File: src/include/shsc_pkg.sv
// Purpose: shared constants and types of the standby halt/stop controller
// Assumes: 10 MHz system clock
// Notes: settle select encodings are a local choice
package shsc_pkg;

  // settle select register value after reset
  localparam logic [7:0] SHSC_SETTLE_RST = 8'h04;
  // oscillator start-up interval, excluded from the settle wait
  localparam int SHSC_OSC_START_CYC = 8;
  // minimum wait from count start to halt
  localparam int SHSC_GATE_WAIT_US = 1000;
  localparam int SHSC_CLK_MHZ = 10;
  localparam int SHSC_GATE_WAIT_CYC = SHSC_GATE_WAIT_US * SHSC_CLK_MHZ;
  // settle select field width and base exponent
  localparam int SHSC_SEL_W = 3;
  localparam int SHSC_SETTLE_BASE = 4;
  localparam int SHSC_CNT_W = 24;

  // standby states, gray along run -> halt / run -> stop -> start -> settle
  typedef enum logic [2:0] {
    SHSC_RUN = 3'b000,
    SHSC_HALT = 3'b001,
    SHSC_STOP = 3'b010,
    SHSC_START = 3'b110,
    SHSC_SETTLE = 3'b111
  } shsc_state_type;

  // settle count for a select code: 2^(base+sel) cycles
  function automatic logic [SHSC_CNT_W-1:0] shsc_settle_cnt(
    input logic [7:0] sel
  );
    logic [4:0] ex;
    ex = 5'(SHSC_SETTLE_BASE) + {2'h0, sel[SHSC_SEL_W-1:0]};
    shsc_settle_cnt = SHSC_CNT_W'(1) << ex;
  endfunction

endpackage

File: src/include/shsc_if.sv
// Purpose: link between the standby controller and the cpu/irq side
// Assumes: one clock domain
// Notes: no clocking block
`timescale 1ns/1ns
interface shsc_if;
  logic halt_exec;
  logic stop_exec;
  logic settle_wr;
  logic [7:0] settle_wdata;
  logic irq_unmasked;
  logic nmi_req;
  logic cpu_clk_en;
  logic osc_run;
  logic periph_run;
  logic pins_hold;
  logic fc_reset;
  logic wake_vector;
  logic [7:0] osc_settle_select;

  modport dev (
    input halt_exec, stop_exec, settle_wr, settle_wdata, irq_unmasked,
    nmi_req,
    output cpu_clk_en, osc_run, periph_run, pins_hold, fc_reset,
    wake_vector, osc_settle_select
  );
  modport cpu (
    output halt_exec, stop_exec, settle_wr, settle_wdata, irq_unmasked,
    nmi_req,
    input cpu_clk_en, osc_run, periph_run, pins_hold, fc_reset,
    wake_vector, osc_settle_select
  );
endinterface

File: src/shsc_ctrl.sv
// Purpose: standby controller, device end
// Assumes: oscillator start-up is modelled by a fixed cycle count
// Notes: reset on rst_n also ends halt/stop and restarts with settling
//
// Behaviour
// RL1 - halt gates cpu clock, oscillator keeps running
// RL2 - peripherals keep running while halted
// RL3 - stop halts oscillator and whole system
// RL4 - interrupt request releases stop mode
// RL5 - settle wait after stop release, selectable
// RL6 - software writes settle select as bytes only
// RL7 - reset loads settle select with 04h
// RL8 - settle wait begins after oscillator start-up
// RL9 - stop resets counter registers, others held
// RL10 - halt keeps port outputs unchanged
// RL11 - halt lets 16-bit timer keep running
// RL12 - halt holds frequency input pins
// RL13 - halt needs 1 ms after count start
// RL14 - software stops peripherals before stop
// RL15 - software clears converter run bit first
// RL16 - unmasked interrupt ends halt
// RL17 - non-maskable interrupt ends halt
// RL18 - reset ends halt via reset vector
// RL19 - settle counter terminal set by select
// RL20 - cpu clock enabled after settle count
`timescale 1ns/1ns
module shsc_ctrl
  import shsc_pkg::*;
(
  // clock and reset
  input wire logic clock,
  input wire logic rst_n,
  // link to cpu side
  shsc_if.dev link
);

  shsc_state_type state_ff;
  shsc_state_type nxt_state;
  logic [SHSC_CNT_W-1:0] cnt_ff;
  logic [SHSC_CNT_W-1:0] nxt_cnt;
  logic [7:0] sel_ff;
  logic cpu_en_ff;
  logic osc_ff;
  logic per_ff;
  logic hold_ff;
  logic fcr_ff;
  logic vec_ff;
  logic wake;

  assign wake = link.irq_unmasked | link.nmi_req; // see RL4

  ////////////////////////////////////////////////////////////////////////////
  // next state; reset itself restarts through the settle path
  always_comb begin
    nxt_state = state_ff;
    nxt_cnt = cnt_ff;
    unique case (state_ff)
      SHSC_RUN: begin
        if (link.stop_exec) begin
          nxt_state = SHSC_STOP; // see RL3
        end else if (link.halt_exec) begin
          nxt_state = SHSC_HALT; // see RL1
        end
      end
      SHSC_HALT: begin
        // either interrupt kind resumes; vectoring is the cpu's decision
        if (wake) begin
          nxt_state = SHSC_RUN; // see RL16 see RL17
        end
      end
      SHSC_STOP: begin
        if (wake) begin
          nxt_state = SHSC_START; // see RL4
          nxt_cnt = '0;
        end
      end
      SHSC_START: begin
        // start-up interval not counted toward the settle wait
        if (cnt_ff == SHSC_CNT_W'(SHSC_OSC_START_CYC - 1)) begin
          nxt_state = SHSC_SETTLE; // see RL8
          nxt_cnt = '0;
        end else begin
          nxt_cnt = cnt_ff + 1'b1;
        end
      end
      SHSC_SETTLE: begin
        if (cnt_ff == shsc_settle_cnt(sel_ff) - 1'b1) begin
          nxt_state = SHSC_RUN; // see RL5 see RL19
          nxt_cnt = '0;
        end else begin
          nxt_cnt = cnt_ff + 1'b1;
        end
      end
      default: begin
        nxt_state = SHSC_RUN;
        nxt_cnt = '0;
      end
    endcase
  end

  ////////////////////////////////////////////////////////////////////////////
  // state and settle counter; reset behaves like a stop release
  always_ff @(posedge clock) begin
    if (!rst_n) begin
      state_ff <= SHSC_START; // see RL18 see RL8
      cnt_ff <= '0;
    end else begin
      state_ff <= nxt_state;
      cnt_ff <= nxt_cnt;
    end
  end

  // settle select, written only as a whole byte
  always_ff @(posedge clock) begin
    if (!rst_n) begin
      sel_ff <= SHSC_SETTLE_RST; // see RL7
    end else if (link.settle_wr) begin
      sel_ff <= link.settle_wdata; // see RL6
    end
  end

  ////////////////////////////////////////////////////////////////////////////
  // registered controls, computed from the next state so they track it
  always_ff @(posedge clock) begin
    if (!rst_n) begin
      cpu_en_ff <= 1'b0;
      osc_ff <= 1'b1;
      per_ff <= 1'b0;
      hold_ff <= 1'b0;
      fcr_ff <= 1'b1;
    end else begin
      cpu_en_ff <= (nxt_state == SHSC_RUN); // see RL1 see RL20
      osc_ff <= (nxt_state != SHSC_STOP); // see RL3
      // halted peripherals, timer included, keep running
      per_ff <= (nxt_state == SHSC_RUN) ||
                (nxt_state == SHSC_HALT); // see RL2 see RL11
      // ports and counter inputs frozen while halted
      hold_ff <= (nxt_state == SHSC_HALT); // see RL10 see RL12
      // counter registers cleared on stop entry and during reset; the rest keep state
      fcr_ff <= (nxt_state == SHSC_STOP) &&
                (state_ff != SHSC_STOP); // see RL9
    end
  end

  // flags that a reset (not an interrupt) caused the restart
  always_ff @(posedge clock) begin
    if (!rst_n) begin
      vec_ff <= 1'b1; // see RL18
    end else if (state_ff == SHSC_RUN) begin
      vec_ff <= 1'b0;
    end
  end

  assign link.cpu_clk_en = cpu_en_ff;
  assign link.osc_run = osc_ff;
  assign link.periph_run = per_ff;
  assign link.pins_hold = hold_ff;
  assign link.fc_reset = fcr_ff;
  assign link.wake_vector = vec_ff;
  assign link.osc_settle_select = sel_ff;

endmodule // shsc_ctrl

File: src/flat_wrapper.sv
// flat-port wrapper written by rule: the top's interface ports become plain ports
module shsc_ctrl_flat import shsc_pkg::*;
  (clock, rst_n, link_halt_exec, link_stop_exec, link_settle_wr, link_settle_wdata, link_irq_unmasked, link_nmi_req, link_cpu_clk_en, link_osc_run, link_periph_run, link_pins_hold, link_fc_reset, link_wake_vector, link_osc_settle_select);
  shsc_if link_i ();
  input wire logic clock;
  input wire logic rst_n;
  input wire logic [$bits(link_i.halt_exec)-1:0] link_halt_exec;
  input wire logic [$bits(link_i.stop_exec)-1:0] link_stop_exec;
  input wire logic [$bits(link_i.settle_wr)-1:0] link_settle_wr;
  input wire logic [$bits(link_i.settle_wdata)-1:0] link_settle_wdata;
  input wire logic [$bits(link_i.irq_unmasked)-1:0] link_irq_unmasked;
  input wire logic [$bits(link_i.nmi_req)-1:0] link_nmi_req;
  output wire logic [$bits(link_i.cpu_clk_en)-1:0] link_cpu_clk_en;
  output wire logic [$bits(link_i.osc_run)-1:0] link_osc_run;
  output wire logic [$bits(link_i.periph_run)-1:0] link_periph_run;
  output wire logic [$bits(link_i.pins_hold)-1:0] link_pins_hold;
  output wire logic [$bits(link_i.fc_reset)-1:0] link_fc_reset;
  output wire logic [$bits(link_i.wake_vector)-1:0] link_wake_vector;
  output wire logic [$bits(link_i.osc_settle_select)-1:0] link_osc_settle_select;
  assign link_i.halt_exec = link_halt_exec;
  assign link_i.stop_exec = link_stop_exec;
  assign link_i.settle_wr = link_settle_wr;
  assign link_i.settle_wdata = link_settle_wdata;
  assign link_i.irq_unmasked = link_irq_unmasked;
  assign link_i.nmi_req = link_nmi_req;
  assign link_cpu_clk_en = link_i.cpu_clk_en;
  assign link_osc_run = link_i.osc_run;
  assign link_periph_run = link_i.periph_run;
  assign link_pins_hold = link_i.pins_hold;
  assign link_fc_reset = link_i.fc_reset;
  assign link_wake_vector = link_i.wake_vector;
  assign link_osc_settle_select = link_i.osc_settle_select;
  shsc_ctrl u_core (.clock(clock), .rst_n(rst_n), .link(link_i));
endmodule
File: config.mk
export PLATFORM = sky130hd
export DESIGN_NAME = shsc_ctrl_flat
export DESIGN_NICKNAME = d
export VERILOG_FILES = /design/src/include/shsc_pkg.sv /design/src/include/shsc_if.sv /design/src/shsc_ctrl.sv /design/src/flat_wrapper.sv
export SDC_FILE = /design/constraint.sdc
export NUM_CORES = 1
export LEC_CHECK = 0
export BUFFER_PORTS_ARGS = -buffer_cell sky130_fd_sc_hd__buf_2
export CORE_ASPECT_RATIO = 1.5
export CORE_MARGIN = 1
export CORE_UTILIZATION = 52
export CTS_CLUSTER_DIAMETER = 60
export DETAILED_ROUTE_END_ITERATION = 12
export PLACE_DENSITY = 0.87
export SYNTH_ARGS = -nofsm -noshare
export SYNTH_HDL_FRONTEND = slang
export SYNTH_SLANG_ARGS = --single-unit
File: constraint.sdc
create_clock -name clock -period 2.1 [get_ports clock]
set_input_delay 0.315 -clock clock [delete_from_list [all_inputs] [get_ports clock]]
set_output_delay 0.315 -clock clock [all_outputs]
set_load 0.1 [all_outputs]
# Yosys cells after proc, flatten, opt, wreduce, memory -nomap -nowiden
# Index checks and enable logic that the tools add are counted.
[word_totals]
regBits = 41
inputBits = 15
output_inout_bits = 14
elab_cells = 43
[classes]
addsub = 3
eq_ne = 11
shift = 1
muxes = 11
bitwise = 2
n_reduce_logical = 6
[ops]
columns = ["op", "count"]
rows = [
  ["$pmux 24 s4", 1],
  ["$mux 24", 3],
  ["$add 24x1->24 const B", 1],
  ["$eq 24x24->1", 1],
  ["$eq 24x3->1 const B", 1],
  ["$shl 1x5->24 const A", 1],
  ["$sub 24x1->24 const B", 1],
  ["$mux 3", 6],
  ["$pmux 3 s5", 1],
  ["$eq 3x1->1 const B", 2],
  ["$eq 3x2->1 const B", 2],
  ["$eq 3x3->1 const B", 2],
  ["$logic_not 3->1", 2],
  ["$ne 3x2->1 const B", 2],
  ["$add 3x3->4 const A", 1],
  ["$ne 2x1->1 const B", 1],
  ["$reduce_and 2->1", 1],
  ["$reduce_or 2->1", 1],
  ["$logic_and 1x1->1", 1],
  ["$logic_or 1x1->1", 1],
  ["$not 1->1", 1],
  ["$or 1x1->1", 1],
]

# Longest topological paths before layout
# Gate-level depths: netlist (run 1).
[logic_depth]
depth_word = 8
ltp_mapped = 9
ltp_nobuf = 7

# Worst setup path before layout (run 1)
# OpenSTA, ideal clock, no wires.
[synth_path]
path_kind = "register to register"
start = "register u_core.sel_ff[0] (netlist: u_core.link.osc_settle_select[0])"
end = "register u_core.cnt_ff[11]"
setup_time_ns = 0.122
arrival_ns = 2.531
t_required_ns = 1.978
path_slack_ns = -0.553
stages_incl_launch_ff = 8
path_buffers = 1
synth_period_minus_slack_ns = 2.653
path_cell_list = "dfxtp_1 > nor4b_1 > or4_4 > nor4b_4 > a21boi_4 > buf_6 > a31oi_1 > mux2i_1"
[synth_via]
elab_chain_cells = 6
[synth_rtl]
columns = ["element", "line", "text"]
rows = [
  ["start, declared", "shsc_ctrl.sv:41", "logic [7:0] sel_ff;"],
  ["start signal, assigned", "shsc_ctrl.sv:118", "sel_ff <= link.settle_wdata;"],
  ["$add 3x3->4", "shsc_pkg.sv:33", "ex = 5'(SHSC_SETTLE_BASE) + {2'h0, sel[SHSC_SEL_W-1:0]};"],
  ["$shl 1x5->24", "shsc_pkg.sv:34", "shsc_settle_cnt = SHSC_CNT_W'(1) << ex;"],
  ["$sub 24x1->24", "shsc_ctrl.sv:87", "if (cnt_ff == shsc_settle_cnt(sel_ff) - 1'b1) begin"],
  ["$eq 24x24->1", "shsc_ctrl.sv:87", ""],
  ["$mux 24", "shsc_ctrl.sv:87", ""],
  ["$pmux 24 s4", "shsc_ctrl.sv:57", "unique case (state_ff)"],
  ["end signal, assigned", "shsc_ctrl.sv:109", "cnt_ff <= nxt_cnt;"],
  ["end, declared", "shsc_ctrl.sv:39", "logic [SHSC_CNT_W-1:0] cnt_ff;"],
]
# Every way passes these cells.
# A chain may end at the register's enable or synchronous reset.

# Worst setup path after layout (run 1)
[layout_path]
start = "register u_core.sel_ff[1] (netlist: u_core.link.osc_settle_select[1])"
end = "register u_core.cnt_ff[15]"
# The elaborated chain is that of the path after synthesis.

==> impl_metrics.csv, run 1 <==
group,metric,value,unit
outcome,outcome,"completed",
placement,dp.cells,350,
placement,portBuffers,28,
routing,totalWireLength,5.83,mm
synth,syn_area,2310,um2
synth,ys_seq_area_share,35.5,%
routing,antenna_left,0,
timing,fmax,485,MHz
synth,ys_types,53,
routing,top_layer,"met4",
setup_path,crit_end,"u_core.cnt_ff[15]$_SDFFE_PN0P_",
setup_path,end_kind,"flip-flop",
routing,vias,2280,
pwr,powerDensity,604,nW/um2
placement,hpwl,3.93,mm
pwr,p_total,1.69,mW
placement,gp_congestion,0.879,
timing,clock_skew,0.00825,ns
timing,finalCriticalPeriod,2.06,ns
setup_path,r2r_slack,0.04,ns
synth,synth_edf_count,0,
worst_hold_path,worstHoldPathType,"in2reg",
layout,area_delta_synth_final,21.3,%
die,die_w,56.4,um
synth,synth-seq-cells,41,
synth,syn-mean-instance-area,8.46,um2
routing,met2_length,3.12,mm
synth,synth_cells,273,
die,core,4250,um2
setup_path,timing.rr.start,"u_core.link.osc_settle_select[1]$_SDFFE_PN0P_",
timing,slew_violations,0,
setup_path,cp.arrival,2.25,ns
timing,worst_pin_slew,0.486,ns
flow_run,max-cap-violations,0,
cts,clk_latency,0.30,ns
die,start_util,54.4,%
die,rows,29,
setup_path,critPathLaunch,"u_core.link.osc_settle_select[1]$_SDFFE_PN0P_",
cts,cts_sinks,41,
setup_path,r2r-end,"u_core.cnt_ff[15]$_SDFFE_PN0P_",
global_route,antenna_found_initial,0,
die,dieArea,4720,um2
synth,synth-async-reset-ratio,0,%
layout,layout-drive-gt1-share,28.8,%
setup_path,crit_fanout,7,
synth,synth-warning-count,0,
layout,final_cells,365,
routing,routedWlPerCell,16.0,um
timing,slew_headroom,67.8,%
die,io_pins,29,
routing,drc,0,
synth,syn-num-nets,289,
global_route,grt_first_pass_wirelength,9.14,mm
setup_path,crit_type,"reg2reg",
cts,htreeDepth,2,
cts,numCtsBuffers,5,
setup_path,ff2ff_path_depth,7,
routing,avgViaCountPerCell,6.25,
pwr,vdd_drop_max,689,uV
setup_path,required,2.29,ns
global_route,grt-ovfl-total,0,
routing,drt-pass1-iter-count,4,
synth,synthTopCellsByArea,"dfxtp_1, mux2i_1, nand4_1",
routing,m1WireLength,2.22,mm
setup_path,startpoint_type,"flip-flop",
synth,synth_top_area_share,35.5,%
timing,setup_viol,0,
die,die_y,83.6,um
routing,wl_met3,281,um
global_route,grt_pass1_vias,2088,
timing,finalHoldViolCount,0,
pwr,leakage,1.14,nW
timing,fin_tns_setup,0,ns
cts,path_clk_slew,0.09,ns
cts,cts_tree,"done",
layout,final_core_util,66.0,%
routing,drtIter0Drc,117,
synth,synth_top_area_cell,"dfxtp_1",
layout,antennaDiodeCount,0,
cts,cts.path.max_buffers,2,
global_route,grt_max_degree,31,
synth,ys.flop_type,"dfxtp_1",
layout,final_nets,334,
timing,fin_crit_sh,98.1,%
cts,root_buffer,"clkbuf_8",
global_route,grt_usage,24.4,%
timing,rsz0062_at_grt,"true",
==> worst min path at each step <==
stage / from / endpoint / slack, ns / cells after the start
2_1_floorplan: link_stop_exec / u_core.link.fc_reset$_SDFF_PN1_ / 0.42 / 2
3_3_place_gp: u_core.cnt_ff[23]$_SDFFE_PN0P_ / u_core.cnt_ff[23]$_SDFFE_PN0P_ / 0.45 / 2
3_5_place_dp: u_core.link.wake_vector$_SDFFE_PN1P_ / u_core.link.wake_vector$_SDFFE_PN1P_ / 0.46 / 2
4_1_cts: link_settle_wdata[2] / u_core.link.osc_settle_select[2]$_SDFFE_PN1P_ / 0.22 / 3
5_1_grt: link_settle_wdata[2] / u_core.link.osc_settle_select[2]$_SDFFE_PN1P_ / 0.25 / 3
6_report: link_settle_wdata[2] / u_core.link.osc_settle_select[2]$_SDFFE_PN1P_ / 0.22 / 3
==> state kept, by name (all words and copies together) (netlist names) <==
signal and flops:
u_core.link.periph_run 1, u_core.link.osc_run 1, u_core.cnt_ff 24, u_core.link.wake_vector 1, u_core.state_ff 3, u_core.link.pins_hold 1, u_core.link.cpu_clk_en 1, u_core.link.fc_reset 1
u_core.link.osc_settle_select 8
==> placed cells by master, fill, tap and decap left out, types with 5 or more instances in the layout <==
cell type	instances
and3_1	7
nand2_1	33
o21ai_0	6
nand3_1	22
nor2b_1	11
clkbuf_8	6
nor3_1	5
a31oi_1	7
nor2_1	10
nor3b_1	5
inv_1	6
buf_2	29
nand4_1	21
buf_4	28
dfxtp_1	34
mux2i_1	15
a21oi_1	7
==> timing repair <==
| action | in CTS | in global routing |
|---|---|---|
| gates resized for setup | 1 | 12 |
| cloned | 0 | 1 |
| hold buffers | 0 | 0 |
| pin swaps | 3 | 8 |
| endpoints found under the hold margin | 0 | 0 |
| endpoints found under the setup margin | 5 | 20 |
| buffers inserted | 5 | 1 |
==> critical path: stages, from the launching register on <==
cell,delay [ns]
dfxtp_4,0.40
and2b_1,0.21
or4_4,0.50
nor4b_4,0.30
a21boi_4,0.12
buf_4,0.18
a31oi_1,0.16
mux2i_1,0.09
==> Yosys cell counts, drive strengths merged (4+ instances only) <==
library cell and instances:
dfxtp 41, buf 14, nor2b 11, nor2 10, nand2 33, nor3 5
nand4 21, nor4b 4, nor3b 5, mux2i 15, inv 6, and3 7
o21ai 7, clkbuf 9, nand3 23, a21oi 7, o311ai 4, nor4 5
a31oi 8
==> kinds of logic (layout without fill, tap and decap cells) <==
logic type	after synthesis	in the layout	share of synthesized area, %
simple gates	144	144	36.4
flops	41	41	35.5
compound gates	39	39	12.5
buf+inv	29	75	6.93
mux	16	16	6.99
xor+xnor	3	3	1.14
fa+ha+maj	1	1	0.542
==> stage by stage <==
step	setup slack, ns	hold slack, ns	instance area (um2)
2_1_floorplan	0.00271	0.422	2340
3_3_place_gp	0.0656	0.453	2580
3_5_place_dp	-0.0257	0.455	2580
5_1_grt	-0.0718	0.249	2800
6_report	0.0400	0.223	2800
4_1_cts	0.0131	0.224	2750
==> layout make-up <==
cell class | count | area, um2
fill | 330 | 1440
multi-input combinational | 203 | 1360
sequential | 41 | 837
timing repair buffer | 61 | 409
clock buffer | 6 | 82.6
tap | 46 | 57.6
clock inverter | 2 | 37.5
inverter | 6 | 22.5
==> routing by layer <==
metal	vias up	global-route usage (%)
met5	-	0
met4	0	13.3
met1	1070	26.3
li1	1103	-
met2	84	44.2
met3	23	4.19
==> where the power goes <==
group | internal [mW] | switching (mW)
clock network | 0.387 | 0.289
registers | 0.791 | 0.0137
logic | 0.0734 | 0.139
Power figures use the tool's default switching activity.
==> inputs of run 2 (changes only) <==
--- a/config.mk
+++ b/config.mk
@@ -8,10 +8,10 @@
 export BUFFER_PORTS_ARGS = -buffer_cell sky130_fd_sc_hd__buf_2
 export CORE_ASPECT_RATIO = 1.5
 export CORE_MARGIN = 1
-export CORE_UTILIZATION = 52
+export CORE_UTILIZATION = 62
 export CTS_CLUSTER_DIAMETER = 60
 export DETAILED_ROUTE_END_ITERATION = 12
-export PLACE_DENSITY = 0.87
+export PLACE_DENSITY = 0.95
 export SYNTH_ARGS = -nofsm -noshare
 export SYNTH_HDL_FRONTEND = slang
 export SYNTH_SLANG_ARGS = --single-unit
==> constraint.sdc (replaced) <==
create_clock -name clock -period 2.7 [get_ports clock]
set_input_delay 0.405 -clock clock [delete_from_list [all_inputs] [get_ports clock]]
set_output_delay 0.405 -clock clock [all_outputs]
set_load 0.1 [all_outputs]
==> run 2 against run 1 <==
Largest power group unchanged. Critical path type unchanged. Critical endpoint is now u_core.cnt_ff[10]$_SDFFE_PN0P_. Global-route usage grew 3.3 points. Combinational power shrank 36%. Design area down 9.9%. Clock skew up 0.00066 ns. Clock power down 9.9%.
==> impl_metrics.csv, run 2 (synthesis results as in run 1) <==
group,metric,value,unit
cts,cts_tree,"done",
setup_path,end_kind,"flip-flop",
cts,clk_latency,0.30,ns
outcome,outcome,"completed",
timing,finalCriticalPeriod,2.38,ns
placement,hpwl,3.42,mm
routing,routedWlPerCell,15.8,um
pwr,pwr-share-seq,45.9,%
setup_path,cp.arrival,2.55,ns
placement,dpl_worst_slack,0.324,ns
global_route,grt_pass1_vias,1976,
timing,clock_skew,0.00891,ns
die,die_w,51.8,um
routing,drc,0,
cts,hold_buffers,0,
timing,setup_ws,0.315,ns
pwr,power_frac_comb,9.9,%
global_route,grt_first_pass_wirelength,8.48,mm
setup_path,timing.rr.start,"u_core.cnt_ff[0]$_SDFFE_PN0P_",
cts,root_buffer,"clkbuf_8",
layout,ff_latch_area,821,um2
layout,multi_input_area,1330,um2
timing,setup_viol,0,
timing,slew_violations,0,
setup_path,crit_type,"reg2reg",
worst_hold_path,worstHoldPathType,"in2reg",
routing,totalWireLength,5.22,mm
routing,vias,2215,
pwr,powerDensity,544,nW/um2
cts,cts.path.max_buffers,2,
timing,slew_headroom,58.8,%
timing,rsz0062_at_grt,"false",
global_route,grt_max_degree,31,
global_route,antenna_found_initial,0,
pwr,leakage,0.988,nW
setup_path,cpPeakStageDelay,0.53,ns
layout,final_core_util,72.5,%
setup_path,ff2ff_path_depth,7,
worst_hold_path,min-delay-start,"link_settle_wdata[2]",
timing,fin_crit_sh,88.3,%
layout,fillers,250,
pwr,intPower,1.03,mW
placement,dp.cells,323,
setup_path,path_cells,"ha_1 > nand3_1 > or4_4 > nor4b_4 > a21boi_4 > nand2_1 > o311ai_0",
routing,wl_met3,294,um
die,io_pins,29,
routing,drt-pass1-iter-count,5,
layout,final_cells,331,
timing,fin_tns_setup,0,ns
flow_run,max-cap-violations,0,
die,die_y,76.8,um
cts,numCtsBuffers,5,
pwr,net-switching-power,346,uW
setup_path,r2r-end,"u_core.cnt_ff[10]$_SDFFE_PN0P_",
die,rows,26,
pwr,vdd_drop_max,426,uV
routing,m1WireLength,2.08,mm
placement,gp_congestion,0.931,
routing,drtIter0Drc,132,
pwr,p_clk_share,44.2,%
cts,cts_sinks,41,
setup_path,crit_fanout,17,
routing,avgViaCountPerCell,6.69,
pwr,power.share.switching,25.2,%
routing,top_layer,"met4",
setup_path,startpoint_type,"flip-flop",
timing,worst_pin_slew,0.612,ns
worst_hold_path,whs_path_depth,3,
die,start_util,66.4,%
layout,final_cell_mix,"dfxtp_1, nand2_1, buf_2, nand3_1, nand4_1",
cts,htreeDepth,2,
layout,antennaDiodeCount,0,
die,core,3480,um2
timing,fmax,419,MHz
routing,met2_length,2.68,mm
worst_hold_path,holdPathEnd,"u_core.link.osc_settle_select[2]$_SDFFE_PN1P_",
layout,area_delta_synth_final,9.32,%
timing,finalHoldViolCount,0,
layout,final_common_cell,"dfxtp_1",
setup_path,r2r_slack,0.32,ns
layout,regMostFlops,"u_core.cnt_ff",
cts,path_clk_slew,0.09,ns
layout,final_nets,304,
cts,post_cts_resized,0,
global_route,grt_usage,27.7,%
placement,portBuffers,28,
global_route,grt-ovfl-total,0,
setup_path,critPathSlowestCell,"or4_4",
die,dieArea,3980,um2
routing,antenna_left,0,
layout,largest_register_ffs,24,
layout,layout-drive-gt1-share,17.6,%
setup_path,required,2.87,ns
cts,post_cts_buffers,0,
run 2: changes by cell type in the layout (fill, tap and decap cells not counted), moves of 3 or more:
cell,delta
buf_4,-25
buf_6,-3
dfxtp_1,+7
dfxtp_2,-4
dfxtp_4,-3
run 2: per-stage QoR:
step	cell area [um2]	power (mW)	hold slack (ns)
global route	2520	1.41	0.343
floorplan	2310	0.755	0.444
finish	2520	1.37	0.321
detailed placement	2390	0.780	0.464
CTS	2520	1.38	0.322
global placement	2390	0.775	0.456
run 2: final cells by class:
cell class,instances,share of cell area (%)
multi-input combinational,203,52.6
sequential,41,32.5
timing repair buffer,31,6.44
clock buffer,5,2.73
clock inverter,3,2.73
tap,42,2.08
inverter,6,0.892
run 2: worst max-delay path, delay by kind of cell, from the launching register on:
family | cells | cell delay, ns
simple gates | 4 | 1.25
flops | 1 | 0.39
fa+ha+maj | 1 | 0.26
compound gates | 2 | 0.35
run 2: worst max-delay path by stage:
stage / from / end / slack, ns / cells past startpoint
3_5_place_dp: u_core.cnt_ff[0]$_SDFFE_PN0P_ / u_core.cnt_ff[14]$_SDFFE_PN0P_ / 0.32 / 7
2_1_floorplan: u_core.link.osc_settle_select[0]$_SDFFE_PN0P_ / u_core.cnt_ff[11]$_SDFFE_PN0P_ / 0.05 / 7
4_1_cts: u_core.cnt_ff[0]$_SDFFE_PN0P_ / u_core.cnt_ff[10]$_SDFFE_PN0P_ / 0.32 / 7
5_1_grt: u_core.cnt_ff[0]$_SDFFE_PN0P_ / u_core.cnt_ff[10]$_SDFFE_PN0P_ / 0.12 / 7
6_report: u_core.cnt_ff[0]$_SDFFE_PN0P_ / u_core.cnt_ff[10]$_SDFFE_PN0P_ / 0.32 / 7
3_3_place_gp: u_core.cnt_ff[0]$_SDFFE_PN0P_ / u_core.cnt_ff[9]$_SDFFE_PN0P_ / 0.41 / 7
run 2: power groups by stage:
| stage | sequential [mW] | combinational [mW] | clock (mW) |
|---|---|---|---|
| 5_1_grt | 0.633 | 0.145 | 0.635 |
| 3_5_place_dp | 0.645 | 0.135 | 0 |
| 6_report | 0.631 | 0.136 | 0.608 |
| 4_1_cts | 0.631 | 0.136 | 0.609 |
| 2_1_floorplan | 0.696 | 0.0584 | 0 |
| 3_3_place_gp | 0.644 | 0.132 | 0 |
run 2: layer usage:
layer	track usage, %	vias to the layer above
li1	-	1046
met1	29.5	1033
met2	47.9	114
met3	4.76	22
met4	17.3	0
met5	0	-
